<file path="config.mk">
export PLATFORM = sky130hd
export DESIGN_NAME = dsp_regs
export DESIGN_NICKNAME = d
export VERILOG_FILES = /design/src/hw/dsp_regs.v
export VERILOG_INCLUDE_DIRS = /design/src /design/src/include
export SDC_FILE = /design/constraint.sdc
export NUM_CORES = 1
export LEC_CHECK = 0
export CORE_MARGIN = 2
export CORE_UTILIZATION = 55
export DETAILED_ROUTE_END_ITERATION = 12
export DONT_BUFFER_PORTS = 1
export PLACE_DENSITY = 0.73
export SYNTH_ARGS = -nofsm -noshare
export SYNTH_HDL_FRONTEND = slang
export SYNTH_SLANG_ARGS = --single-unit
</file>
<file path="constraint.sdc">
create_clock -name clk_i -period 1.6 [get_ports clk_i]
set_input_delay 0 -clock clk_i [delete_from_list [all_inputs] [get_ports clk_i]]
set_output_delay 0 -clock clk_i [all_outputs]
set_load 0.02 [all_outputs]
</file>
<file path="src/include/dsp_consts.vh">
// constants for the debug status and page register block
`ifndef DSP_CONSTS_VH
`define DSP_CONSTS_VH
`define DSP_ADDR_W         18
`define DSP_ADDR_STATUS    18'h3_ff01
`define DSP_ADDR_SAVED     18'h3_ff06
`define DSP_ADDR_PAGE      18'h3_ff08
`define DSP_ADDR_FAMILY    18'h3_ff0f
`define DSP_BIT_ENABLE     7
`define DSP_BIT_ACTIVE     6
`define DSP_BIT_SHIFT_VALID 4
`define DSP_BIT_STEP       3
`define DSP_BIT_UNLOCK     1
`define DSP_BIT_PAE        7
`define DSP_SAVED_RST_SSC  8'hd8
`define DSP_SAVED_RST      8'h00
`define DSP_PAGE_RST       8'h00
`define DSP_PAGE_SEL_MASK  8'h8f
`define DSP_PAGE_SEL_HI    3
`define DSP_PAGE_SEL_LO    0
`define DSP_ZERO8          8'h00
`endif

</file>
<file path="src/hw/dsp_regs.v">
// status, saved-flags, page and family-identity registers of the debug unit
`default_nettype none
`include "dsp_consts.vh"

module dsp_regs #(
  parameter [7:0] FAMILY_IDENTITY = 8'h5a  // arbitrary identity value
) (
  input  wire        clk_i,            // system clock
  input  wire        sys_rst_i,        // synchronous reset, active high
  input  wire        ssc_mode_i,       // special single chip mode
  input  wire        secured_i,        // device secured by flash byte
  input  wire        reg_wr_i,         // register write strobe from serial command unit
  input  wire        reg_rd_i,         // register read strobe from serial command unit
  input  wire        fw_wr_i,          // write comes from standard firmware
  input  wire        secure_fw_i,      // write comes from secure firmware
  input  wire [17:0] reg_addr_i,       // register global address
  input  wire [7:0]  reg_wdata_i,      // register write data
  input  wire        entry_req_i,      // request to enter debug mode
  input  wire        cmd_rx_i,         // a new debug command received
  input  wire        data_done_i,      // data phase of a command complete
  input  wire        step_cmd_i,       // single-step command recognized
  input  wire        resume_cmd_i,     // resume or resume-until command
  input  wire [7:0]  cond_flags_i,     // cpu condition flags
  output reg  [7:0]  reg_rdata_o,      // register read data
  output wire        debug_enable_o,   // debug enable bit
  output wire        debug_active_o,   // debug mode active, firmware table mapped
  output wire        secure_table_o,   // secure firmware table overlays standard
  output wire        sec_bits_wr_ok_o, // flash security bits may be changed
  output wire [7:0]  saved_flags_o,    // flags restored on return to user code
  output wire        page_access_enable_o, // paged debug access enable
  output wire [3:0]  page_select_o,    // program page for paged access
  output wire        global_access_o   // global access by register commands; tied low, never granted
);
  // state registers and their next values
  reg        enable_q;
  reg        enable_d;
  reg        active_q;
  reg        active_d;
  reg        shift_valid_q;
  reg        shift_valid_d;
  reg        step_q;
  reg        step_d;
  reg        unlock_q;
  reg        unlock_d;
  reg  [7:0] saved_q;
  reg  [7:0] saved_d;
  reg  [7:0] page_q;
  reg  [7:0] page_d;
  reg  [7:0] rdata_d;
  reg        rst_seen_q;

  // access qualifiers and decoded strobes
  wire       hit_status;
  wire       hit_saved;
  wire       hit_page;
  wire       hit_family;
  wire       locked;
  wire       acc_ok;
  wire       secure_path;
  wire       live;
  wire       wr_stat;
  wire       wr_saved;
  wire       wr_page;
  wire       wr_enable;
  wire       wr_unlk;
  wire       enter;
  wire       exit_now;
  wire [7:0] status_word;

  // true when the bus address names the given register
  function addr_hit;
    input [`DSP_ADDR_W-1:0] addr;
    input [`DSP_ADDR_W-1:0] target;
    begin
      addr_hit = (addr == target);
    end
  endfunction

  // status byte as the host sees it; unimplemented bits stay zero
  function [7:0] pack_status;
    input en;
    input act;
    input valid;
    input step;
    input unlk;
    begin
      pack_status                       = `DSP_ZERO8;
      pack_status[`DSP_BIT_ENABLE]      = en;
      pack_status[`DSP_BIT_ACTIVE]      = act;
      pack_status[`DSP_BIT_SHIFT_VALID] = valid;
      pack_status[`DSP_BIT_STEP]        = step;
      pack_status[`DSP_BIT_UNLOCK]      = unlk;
    end
  endfunction

  // debug comes up enabled and active only in special single chip while not secured
  function open_from_reset;
    input ssc;
    input sec;
    begin
      open_from_reset = ssc & ~sec;
    end
  endfunction

  assign hit_status  = addr_hit(reg_addr_i, `DSP_ADDR_STATUS);
  assign hit_saved   = addr_hit(reg_addr_i, `DSP_ADDR_SAVED);
  assign hit_page    = addr_hit(reg_addr_i, `DSP_ADDR_PAGE);
  assign hit_family  = addr_hit(reg_addr_i, `DSP_ADDR_FAMILY);
  assign locked      = secured_i & ~unlock_q;
  assign acc_ok      = ~locked;
  assign secure_path = secured_i & ssc_mode_i & secure_fw_i;
  assign live        = ~rst_seen_q;
  assign wr_stat     = reg_wr_i & acc_ok & hit_status;
  assign wr_saved    = reg_wr_i & acc_ok & hit_saved;
  assign wr_page     = reg_wr_i & acc_ok & hit_page;
  // secure firmware sets enable once its erase check ends, pass or fail
  assign wr_enable   = reg_wr_i & hit_status & (acc_ok | secure_path);
  // while secured nobody but the secure firmware reaches the unlocked bit
  assign wr_unlk     = reg_wr_i & hit_status & (secured_i ? secure_path : 1'b1);
  assign enter       = entry_req_i & enable_q & ~active_q;
  assign exit_now    = wr_stat & fw_wr_i & active_q & ~reg_wdata_i[`DSP_BIT_ACTIVE];
  assign status_word = pack_status(enable_q, active_q, shift_valid_q, step_q, unlock_q);

  // enable: caught from the mode just after reset, then written
  always @* begin
    enable_d = enable_q;
    if (rst_seen_q)
      enable_d = open_from_reset(ssc_mode_i, secured_i);
    else if (wr_enable)
      enable_d = reg_wdata_i[`DSP_BIT_ENABLE];
  end

  // active: set on entry, cleared only by the firmware exit store
  always @* begin
    active_d = active_q;
    if (rst_seen_q)
      active_d = open_from_reset(ssc_mode_i, secured_i);
    else if (enter)
      active_d = 1'b1;
    else if (exit_now)
      active_d = 1'b0;
  end

  // a finished data phase wins over a clear in the same cycle
  always @* begin
    shift_valid_d = shift_valid_q;
    if (live & data_done_i)
      shift_valid_d = 1'b1;
    else if (live & (cmd_rx_i | exit_now))
      shift_valid_d = 1'b0;
  end

  // single-step flag; a new step wins over a resume
  always @* begin
    step_d = step_q;
    if (live & step_cmd_i)
      step_d = 1'b1;
    else if (live & resume_cmd_i)
      step_d = 1'b0;
  end

  always @* begin
    unlock_d = unlock_q;
    if (live & wr_unlk)
      unlock_d = reg_wdata_i[`DSP_BIT_UNLOCK];
  end

  // saved flags: mode value after reset, cpu flags on entry, else host data
  always @* begin
    saved_d = saved_q;
    if (rst_seen_q)
      saved_d = ssc_mode_i ? `DSP_SAVED_RST_SSC : `DSP_SAVED_RST;
    else if (enter)
      saved_d = cond_flags_i;
    else if (wr_saved)
      saved_d = reg_wdata_i;
  end

  always @* begin
    page_d = page_q;
    if (live & wr_page)
      page_d = reg_wdata_i & `DSP_PAGE_SEL_MASK;
  end

  // read path; only serial register commands reach here
  always @* begin
    rdata_d = reg_rdata_o;
    if (reg_rd_i) begin
      rdata_d = `DSP_ZERO8;
      if (acc_ok) begin
        if (hit_status)
          rdata_d = status_word;
        else if (hit_saved)
          rdata_d = saved_q;
        else if (hit_page)
          rdata_d = page_q;
        else if (hit_family & active_q)
          rdata_d = FAMILY_IDENTITY;
      end
    end
  end

  // one register per process, all on the synchronous reset
  always @(posedge clk_i) begin
    if (sys_rst_i)
      enable_q <= 1'b0;
    else
      enable_q <= enable_d;
  end

  always @(posedge clk_i) begin
    if (sys_rst_i)
      active_q <= 1'b0;
    else
      active_q <= active_d;
  end

  always @(posedge clk_i) begin
    if (sys_rst_i)
      shift_valid_q <= 1'b0;
    else
      shift_valid_q <= shift_valid_d;
  end

  always @(posedge clk_i) begin
    if (sys_rst_i)
      step_q <= 1'b0;
    else
      step_q <= step_d;
  end

  always @(posedge clk_i) begin
    if (sys_rst_i)
      unlock_q <= 1'b0;
    else
      unlock_q <= unlock_d;
  end

  always @(posedge clk_i) begin
    if (sys_rst_i)
      saved_q <= `DSP_SAVED_RST;
    else
      saved_q <= saved_d;
  end

  always @(posedge clk_i) begin
    if (sys_rst_i)
      page_q <= `DSP_PAGE_RST;
    else
      page_q <= page_d;
  end

  // marks the first edge after release, where mode-dependent values load
  always @(posedge clk_i) begin
    if (sys_rst_i)
      rst_seen_q <= 1'b1;
    else
      rst_seen_q <= 1'b0;
  end

  // read data holds until the next read strobe
  always @(posedge clk_i) begin
    if (sys_rst_i)
      reg_rdata_o <= `DSP_ZERO8;
    else
      reg_rdata_o <= rdata_d;
  end

  assign debug_enable_o       = enable_q;
  assign debug_active_o       = active_q;
  assign secure_table_o       = locked;
  assign sec_bits_wr_ok_o     = unlock_q & secured_i;
  assign saved_flags_o        = saved_q;
  assign page_access_enable_o = page_q[`DSP_BIT_PAE];
  assign page_select_o        = page_q[`DSP_PAGE_SEL_HI:`DSP_PAGE_SEL_LO];
  assign global_access_o      = 1'b0;
endmodule
`default_nettype wire

</file>
Word-level counts from Yosys, hierarchy flattened
Index checks and enable logic that the tools add are counted.

Equality and inequality tests: 4. Muxes and demuxes: 20. Bitwise operators: 32. Reduce and logical (&&, ||, !) cells: 5.

Operators by type and width (count): $eq 18x18->1 const B (4); $mux 8 (8); $and 1x1->1 (24); $mux 1 (11); $mux 7 (1); $not 1->1 (6); $reduce_bool 2->1 (3); $reduce_bool 3->1 (2); $or 1x1->1 (2).

Register bits: 27. Output and inout port bits: 26.

Depth between registers and ports, before layout
Gate-level depths: netlist of the first run.

Depth after elaboration: 12. Depth in mapped cells: 7. Gate-level depth less buffers: 5.

Worst setup path before layout of the first run
No wires, ideal clock.

Path type: reg2reg. Start: register active_q, in the netlist debug_active_o. End: register saved_q[4], in the netlist saved_flags_o[4]. Setup time: 0.129 ns. Arrival time: 1.520 ns. Data required time: 1.471 ns. Path slack: -0.048 ns. Cell stages (with the launch flop): 7. Buffers on the path: 1. Period minus slack after synthesis: 1.648 ns. Path through: dfxtp_1 > nand3b_1 > clkbuf_1 > mux2i_1 > a21oi_1 > mux2i_1 > nor2_1.

Word-level cells in the longest chain between the ends: 4. Elaborated cells on any way between the ends: 5.

RTL lines: start, declared (RTL line dsp_regs.v:37) `reg active_q;`; start signal, assigned (RTL line dsp_regs.v:215) `active_q <= active_d;`; $not 1->1 (*) (RTL line dsp_regs.v:120) `assign enter = entry_req_i & enable_q & ~active_q;`; $and 1x1->1 (*) (RTL line dsp_regs.v:120); $mux 8 (RTL line dsp_regs.v:173) `else if (enter)`; $mux 8 (RTL line dsp_regs.v:171) `if (rst_seen_q)`; end signal, assigned (RTL line dsp_regs.v:241) `` saved_q <= `DSP_SAVED_RST; ``; end signal, assigned (RTL line dsp_regs.v:243) `saved_q <= saved_d;`; end, declared (RTL line dsp_regs.v:45) `reg [7:0] saved_q;`.

Mark *: on every way between the ends. The rest lies on a longest branch, timed or not. A chain may end at the register's enable or synchronous reset.

Final worst setup path of the first run
Start: register unlock_q. End: register saved_q[5], in the netlist saved_flags_o[5].

Word-level cells in the longest chain between the ends: 6.

RTL lines: start, declared (RTL line dsp_regs.v:43) `reg unlock_q;`; start signal, assigned (RTL line dsp_regs.v:236) `unlock_q <= unlock_d;`; $not 1->1 (RTL line dsp_regs.v:109) `assign locked = secured_i & ~unlock_q;`; $and 1x1->1 (RTL line dsp_regs.v:109); $not 1->1 (RTL line dsp_regs.v:110) `assign acc_ok = ~locked;`; $and 1x1->1 (2 in series) (RTL line dsp_regs.v:114) `assign wr_saved = reg_wr_i & acc_ok & hit_saved;`; $reduce_bool 3->1 (no line).

Every way passes these cells.

==> results of run 1 <==
## worst max-delay path by stage
| stage | start | endpoint | slack (ns) | depth (start not counted) |
|---|---|---|---|---|
| floorplan | reg_addr_i[7] | shift_valid_q$_SDFFE_PP0P_ | 0.04 | 5 |
| global placement | reg_addr_i[7] | reg_rdata_o[1]$_SDFFE_PP0P_ | 0.03 | 6 |
| detailed placement | reg_addr_i[7] | shift_valid_q$_SDFFE_PP0P_ | -0.0005 | 5 |
| CTS | unlock_q$_SDFFE_PP0P_ | saved_flags_o[6]$_SDFFE_PP0P_ | 0.01 | 5 |
| global route | unlock_q$_SDFFE_PP0P_ | saved_flags_o[7]$_SDFFE_PP0P_ | 0.0004 | 5 |
| finish | unlock_q$_SDFFE_PP0P_ | saved_flags_o[5]$_SDFFE_PP0P_ | 0.12 | 5 |
## cells in the mapped netlist (all sizes together)
cell type | count | share of area, %
dfxtp | 27 | 37
nor2 | 25 | 7.5
mux2i | 21 | 14
nand2 | 13 | 3.3
a21oi | 10 | 3.4
o21ai | 6 | 2.3
a22oi | 5 | 2.6
and2 | 5 | 2.1
clkbuf | 5 | 1.3
nand4 | 5 | 2.1
inv | 4 | 1.0
nor2b | 4 | 2.2
a31oi | 3 | 1.3
nand3b | 3 | 1.5
nor3 | 3 | 1.0
a31o | 2 | 1.2
buf | 2 | 0.86
nand4bb | 2 | 1.5
o2111ai | 2 | 1.2
o21bai | 2 | 1.0
or4 | 2 | 1.3
a211oi | 1 | 0.86
a21o | 1 | 0.51
a221oi | 1 | 0.60
a311oi | 1 | 0.60
a41o | 1 | 0.68
conb | 1 | 0.26
nand2b | 1 | 0.43
nand3 | 1 | 0.34
nand4b | 1 | 0.60
nor3b | 1 | 0.86
nor4 | 1 | 0.86
nor4b | 1 | 0.60
o22ai | 1 | 0.43
o31a | 1 | 0.60
o31ai | 1 | 0.51
or2 | 1 | 0.43
or2b | 1 | 0.51
## power by group
| group | switching (µW) | internal [µW] | total [µW] |
|---|---|---|---|
| clock network | 222 | 102 | 324 |
| registers | 32.6 | 693 | 726 |
| logic | 111 | 109 | 220 |
| total | 365 | 905 | 1270 |
## area by class of cell
type,count,area share [%]
repair buffers,37,18.3
flip-flops and latches,27,29.3
clock inverters,1,0.474
inverters,4,0.813
well taps,30,2.03
clock buffers,3,1.22
multi-input cells,130,47.9
## layer usage
metal  up-vias  wire (µm)  track usage, %
li1        683          -               -
met1       697       1720            32.5
met2        71       2080            45.1
met3        11        374            7.73
met4         0         82            6.97
met5         -          0               0
## flip-flops by register name (all words and copies together) (netlist names)
register / count
rst_seen_q: 1
debug_enable_o: 1
debug_active_o: 1
reg_rdata_o: 8
page_q: 5
step_q: 1
saved_flags_o: 8
shift_valid_q: 1
unlock_q: 1
## per-stage QoR
stage / setup slack, ns / util (%) / setup TNS [ns] / instances / hold slack (ns)
6_report: 0.118 / 73.9 / 0 / 232 / -0.0444
5_1_grt: 0.000444 / 73.9 / 0 / 232 / 0.0140
4_1_cts: 0.0125 / 66.4 / 0 / 214 / -0.336
3_5_place_dp: -0.000470 / 62.3 / -0.000470 / 203 / 0.0313
3_3_place_gp: 0.0286 / 62.3 / 0 / 203 / 0.0308
2_1_floorplan: 0.0384 / - / 0 / 168 / 0.0277
## critical path, delay by kind of cell, from the launching register on
| kind | cells | cell delay, ns |
|---|---|---|
| compound gates | 1 | 0.33 |
| flops | 1 | 0.42 |
| simple gates | 3 | 0.34 |
| mux | 1 | 0.26 |
## cell families after synthesis
| family | Yosys count | share of synthesized area (%) |
|---|---|---|
| flops | 27 | 37.0 |
| mux | 21 | 14.4 |
| simple gates | 70 | 27.4 |
| other cells | 1 | 0.257 |
| compound gates | 38 | 17.8 |
| buf+inv | 11 | 3.17 |
## timing repair
item / in CTS / in global routing
endpoints found under the setup margin: 0 / 15
gates resized for setup: 0 / 3
hold endpoints to repair: 25 / 23
hold buffers: 7 / 17
buffers inserted: 0 / 1
==> metrics.md, run 1 <==
| Metric | Value |
|---|---|
| Clock transition at the registers of the reported paths | around 0.16 ns |
| DRC | 0 |
| Num ports | 73 |
| Pwr Density | between 600 and 700 mW/mm² |
| Core ar. | around 0.0025 mm² |
| Failing checks | negative hold slack |
| Post-synthesis cell type count | 43 |
| Post-layout nets | 250 |
| Pre-Repair DR Iteration Count | 4 |
| Worst VDD drop | 0.000959 V |
| Initial Util | ~58% |
| Syn. warnings | 0 |
| Post-layout power | 1270 µW |
| CP startpoint kind | flip-flop |
| Worst Setup End Kind | flip-flop |
| First-pass GRT wire length | around 6.4 mm |
| Row Count | 18 |
| CTS tree | yes |
| Reg2reg path depth | 5 |
| Setup-failing EPs final | 0 |
| Worst-path cell chain | nor2b_2, nor3_1, a21o_2, mux2i_1, nor2_1 |
| Setup CP Type | reg2reg |
| Die Wd | roughly 56 µm |
| Hold_sp | cond_flags_i[2] |
| Mapped Nets | 215 |
| Clk_lat worst skew | between 0.3 and 0.4 ns |
| Port-buffer cells | 0 |
| Most frequent cells in the layout | dfxtp_1, nor2_1, dlygate4sd3_1 |
| Minimum clock period | between 1 and 1.5 ns |
| Static leakage | between 0.0008 and 0.0009 µW |
| Detailed-placement wirelength estimate | around 3.1 mm |
| Die Ht | about 56 µm |
| Critical Path Max Stage Delay | approximately 0.42 ns |
| Critical Path AT | 1.69 ns |
| Synth Area per Inst | a little under 9 µm² |
| #FFs+latches synth | 27 |
| ANT nets after route | 0 |
| Area grow syn2layout | 26.4% |
| Largest net degree at the start of global routing | 24 |
| RR Endpoint | saved_flags_o[5]$_SDFFE_PP0P_ |
| Via count | 1462 |
| R2R setup slack | between 0.1 and 0.15 ns |
| Drt wl/cell | around 18 µm |
| HP Class | in2reg |
| Hold-critical path depth | 4 |
| Sequential area share after synthesis | a little under two fifths |
| CP max-delay cell | dfxtp_1 |
| H-tree Lvls | 1 |
| Post-route design area | 0.00185 mm² |
| Die ar. | roughly 0.0031 mm² |
| Max-slew headroom | a little over two fifths |
| Post-synthesis instance area | 0.00146 mm² |
| Fin. Hold Viols | 1 |
| TritonCTS Buffers | 3 |
| Fillers | between 150 and 200 |
| Register Area | 541 µm² |
| GRT overflow | 0 |
| Hold EP | saved_flags_o[2]$_SDFFE_PP0P_ |
| Routability cong. | between 0.9 and 1 |
| Slew Viols, Final | 0 |
| Post-Syn Instances | 168 |
| Max Cap Viol | 0 |
| Total GRT Usage | between 20% and 30% |
| Buffer depth of the longest clock path | 2 |
| DRT iter0 DRCs | 59 |
| Layout cells sized above 1 | between 10% and 20% |
| Result of the run | finished, violations left |
| Worst Clk Skew | 0.00805 ns |
| Leading cell type in the layout, fill and taps excluded | dfxtp_1 |
| Final period util | 92.6% |
| RSZ-0062 raised after global routing | no |
| Area of the multi-input gates | around 880 µm² |
| Worst-case hold slack | -0.0444 ns |
| Antenna violations before repair | 0 |
| ANT cells | 0 |
| Placed inst area | between 0.0015 and 0.002 mm² |
| Vias in the first global route | roughly 1300 |
| DRT Wirelength | approximately 4.3 mm |
| Worst-Margin Slew | around 0.87 ns |
| CTS Root Cell | clkbuf_4 |
| Clock sinks | 27 |
| Worst R2R Start | unlock_q$_SDFFE_PP0P_ |
| CP Data Required Time | 1.81 ns |
| Vias per cell | roughly 6.3 |
| Fmax | between 600 and 700 MHz |
| Max FO, Critical Path | 8 |
(Power assumes the default switching activity.)
==> run 2: changes to the inputs <==
- SETUP_SLACK_MARGIN: not set -> 0.15
==> run 2 against run 1 <==
The run still ends with negative hold slack left. Sequential cell count is the same. Count of clock-buffer cells in the layout stayed put. Sequential share of layout area grew 2.9 points. Sequential power barely moved. Non-clock buffer count shrank 16. Power is 3.8% lower. Via count is 6.2% lower. First-iteration DRC count decreased by 39%. Critical endpoint is now shift_valid_q$_SDFFE_PP0P_.
==> metrics.md, run 2 (synthesized netlist as in run 1, its figures left out) <==
| Metric | Value |
|---|---|
| Die Wd | between 50 and 60 µm |
| Worst VDD drop | between 0.0007 and 0.0008 V |
| Worst Setup End Kind | flip-flop |
| Max FO, Critical Path | 4 |
| Worst Clk Skew | roughly 0.0075 ns |
| CP startpoint kind | flip-flop |
| Minimum clock period | roughly 1.4 ns |
| CTS Root Cell | clkbuf_4 |
| Clk_lat worst skew | approximately 0.33 ns |
| Clock transition at the registers of the reported paths | roughly 0.16 ns |
| Hold buffer count at CTS | 6 |
| ANT cells | 0 |
| Failing checks | negative hold slack |
| Setup-failing EPs final | 0 |
| DP Cell Count | roughly 210 |
| Largest net degree at the start of global routing | 24 |
| Result of the run | finished, violations left |
| Row Count | 18 |
| Final period util | 85.9% |
| DRC | 0 |
| Worst R2R Start | rst_seen_q$_DFF_P_ |
| Slew Viols, Final | 0 |
| Placed inst area | 0.00158 mm² |
| Reg2reg path depth | 5 |
| Pre-Repair DR Iteration Count | 4 |
| CP Data Required Time | between 1.5 and 2 ns |
| CTS tree | yes |
| TritonCTS Buffers | 3 |
| HP Class | in2reg |
| Total GRT Usage | a little over a quarter |
| Core ar. | 0.00250 mm² |
| Num ports | between 70 and 80 |
| Vias in the first global route | roughly 1400 |
| Layout cells sized above 1 | ~18% |
| Clock sinks | 27 |
| ANT nets after route | 0 |
| Hold_sp | sys_rst_i |
| H-tree Lvls | 1 |
| Most frequent cells in the layout | nor2_1, dfxtp_1, mux2i_1 |
| Worst-case hold slack | -0.331 ns |
| Buffer depth of the longest clock path | 2 |
| Fmax | around 730 MHz |
| Final cell count without fillers | roughly 220 |
| Initial Util | between 50% and 60% |
| Antenna violations before repair | 0 |
| Post-layout nets | about 230 |
| RSZ-0062 raised after global routing | no |
| Pwr Density | about 720 mW/mm² |
| Vias per cell | roughly 6.3 |
| Via count | ~1400 |
| Setup TNS | 0 ns |
| RR Endpoint | shift_valid_q$_SDFFE_PP0P_ |
| Post-route design area | 0.00169 mm² |
| First-pass GRT wire length | about 6.6 mm |
| Die Ht | around 56 µm |
| Detailed-placement wirelength estimate | around 3.1 mm |
| Area grow syn2layout | 15.9% |
| Static leakage | between 0.0007 and 0.0008 µW |
| DRT iter0 DRCs | 36 |
| Routability cong. | around 0.86 |
| Hold EP | rst_seen_q$_DFF_P_ |
| DRT Wirelength | 4.08 mm |
| Die ar. | 0.00309 mm² |
| GRT overflow | 0 |
| R2R setup slack | ~0.23 ns |
| Setup CP Type | reg2reg |
| Port-buffer cells | 0 |
| Drt wl/cell | roughly 19 µm |
| Critical Path AT | about 1.6 ns |
| Hold-critical path depth | 0 |
| Fin. Hold Viols | 20 |
| Max Cap Viol | 0 |
run 2: changes by cell type in the layout (fill, tap and decap cells not counted), moves of 2 or more:
cell	delta
dfxtp_1	-3
dfxtp_2	+3
dlygate4sd3_1	-18
buf_4	+2
run 2: worst max path at each step:
stage | startpoint | endpoint | slack [ns] | cells after the start
3_3_place_gp | reg_addr_i[7] | shift_valid_q$_SDFFE_PP0P_ | 0.03 | 5
2_1_floorplan | reg_addr_i[7] | shift_valid_q$_SDFFE_PP0P_ | 0.05 | 5
3_5_place_dp | reg_addr_i[7] | shift_valid_q$_SDFFE_PP0P_ | -0.003 | 5
5_1_grt | debug_active_o$_SDFFE_PP0P_ | saved_flags_o[7]$_SDFFE_PP0P_ | 0.15 | 6
4_1_cts | unlock_q$_SDFFE_PP0P_ | debug_enable_o$_SDFFE_PP0P_ | 0.16 | 5
6_report | rst_seen_q$_DFF_P_ | shift_valid_q$_SDFFE_PP0P_ | 0.23 | 5
run 2: repair_timing:
action / CTS / global route
resized for setup: 1 / 5
pin swaps: 1 / 0
endpoints found under the setup margin: 14 / 7
endpoints found under the hold margin: 24 / 20
setup buffers: 1 / 0
run 2: final cells by class:
cell class	count	area [µm²]
clock buffer	3	22.5
clock inverter	1	7.51
sequential	27	544
timing repair buffer	21	173
multi-input combinational	130	895
tap	30	37.5
inverter	4	15.0
fill	223	806
run 2: worst max-delay path, stage by stage, from the launching register on:
cell and delay [ns]:
dfxtp_2 0.39, inv_1 0.08, a21oi_1 0.12, nor2_1 0.04
dlygate4sd3_1 0.55, o31a_1 0.11
run 2: per-layer routing:
layer	up-vias	global-route usage, %	wire length (µm)
met5	-	0	0
met4	0	8.01	65
met3	8	5.85	297
met2	59	45.1	2040
met1	651	33.9	1680
li1	653	-	-
run 2: stage by stage:
| stage | setup slack (ns) | util, % | power (µW) | hold WS [ns] |
|---|---|---|---|---|
| 2_1_floorplan | 0.0466 | - | 857 | 0.0277 |
| 3_3_place_gp | 0.0339 | 63.1 | 891 | 0.0291 |
| 3_5_place_dp | -0.00279 | 63.1 | 898 | 0.0298 |
| 4_1_cts | 0.155 | 67.1 | 1220 | -0.327 |
| 5_1_grt | 0.151 | 67.8 | 1270 | -0.347 |
| 6_report | 0.225 | 67.8 | 1220 | -0.331 |
run 2: where the power goes:
part | switching, µW | internal (µW) | total (µW) | leakage (µW)
clock | 224 | 95.6 | 320 | 0.0000139
combinational | 89.0 | 84.2 | 173 | 0.000509
sequential | 35.1 | 694 | 729 | 0.000221
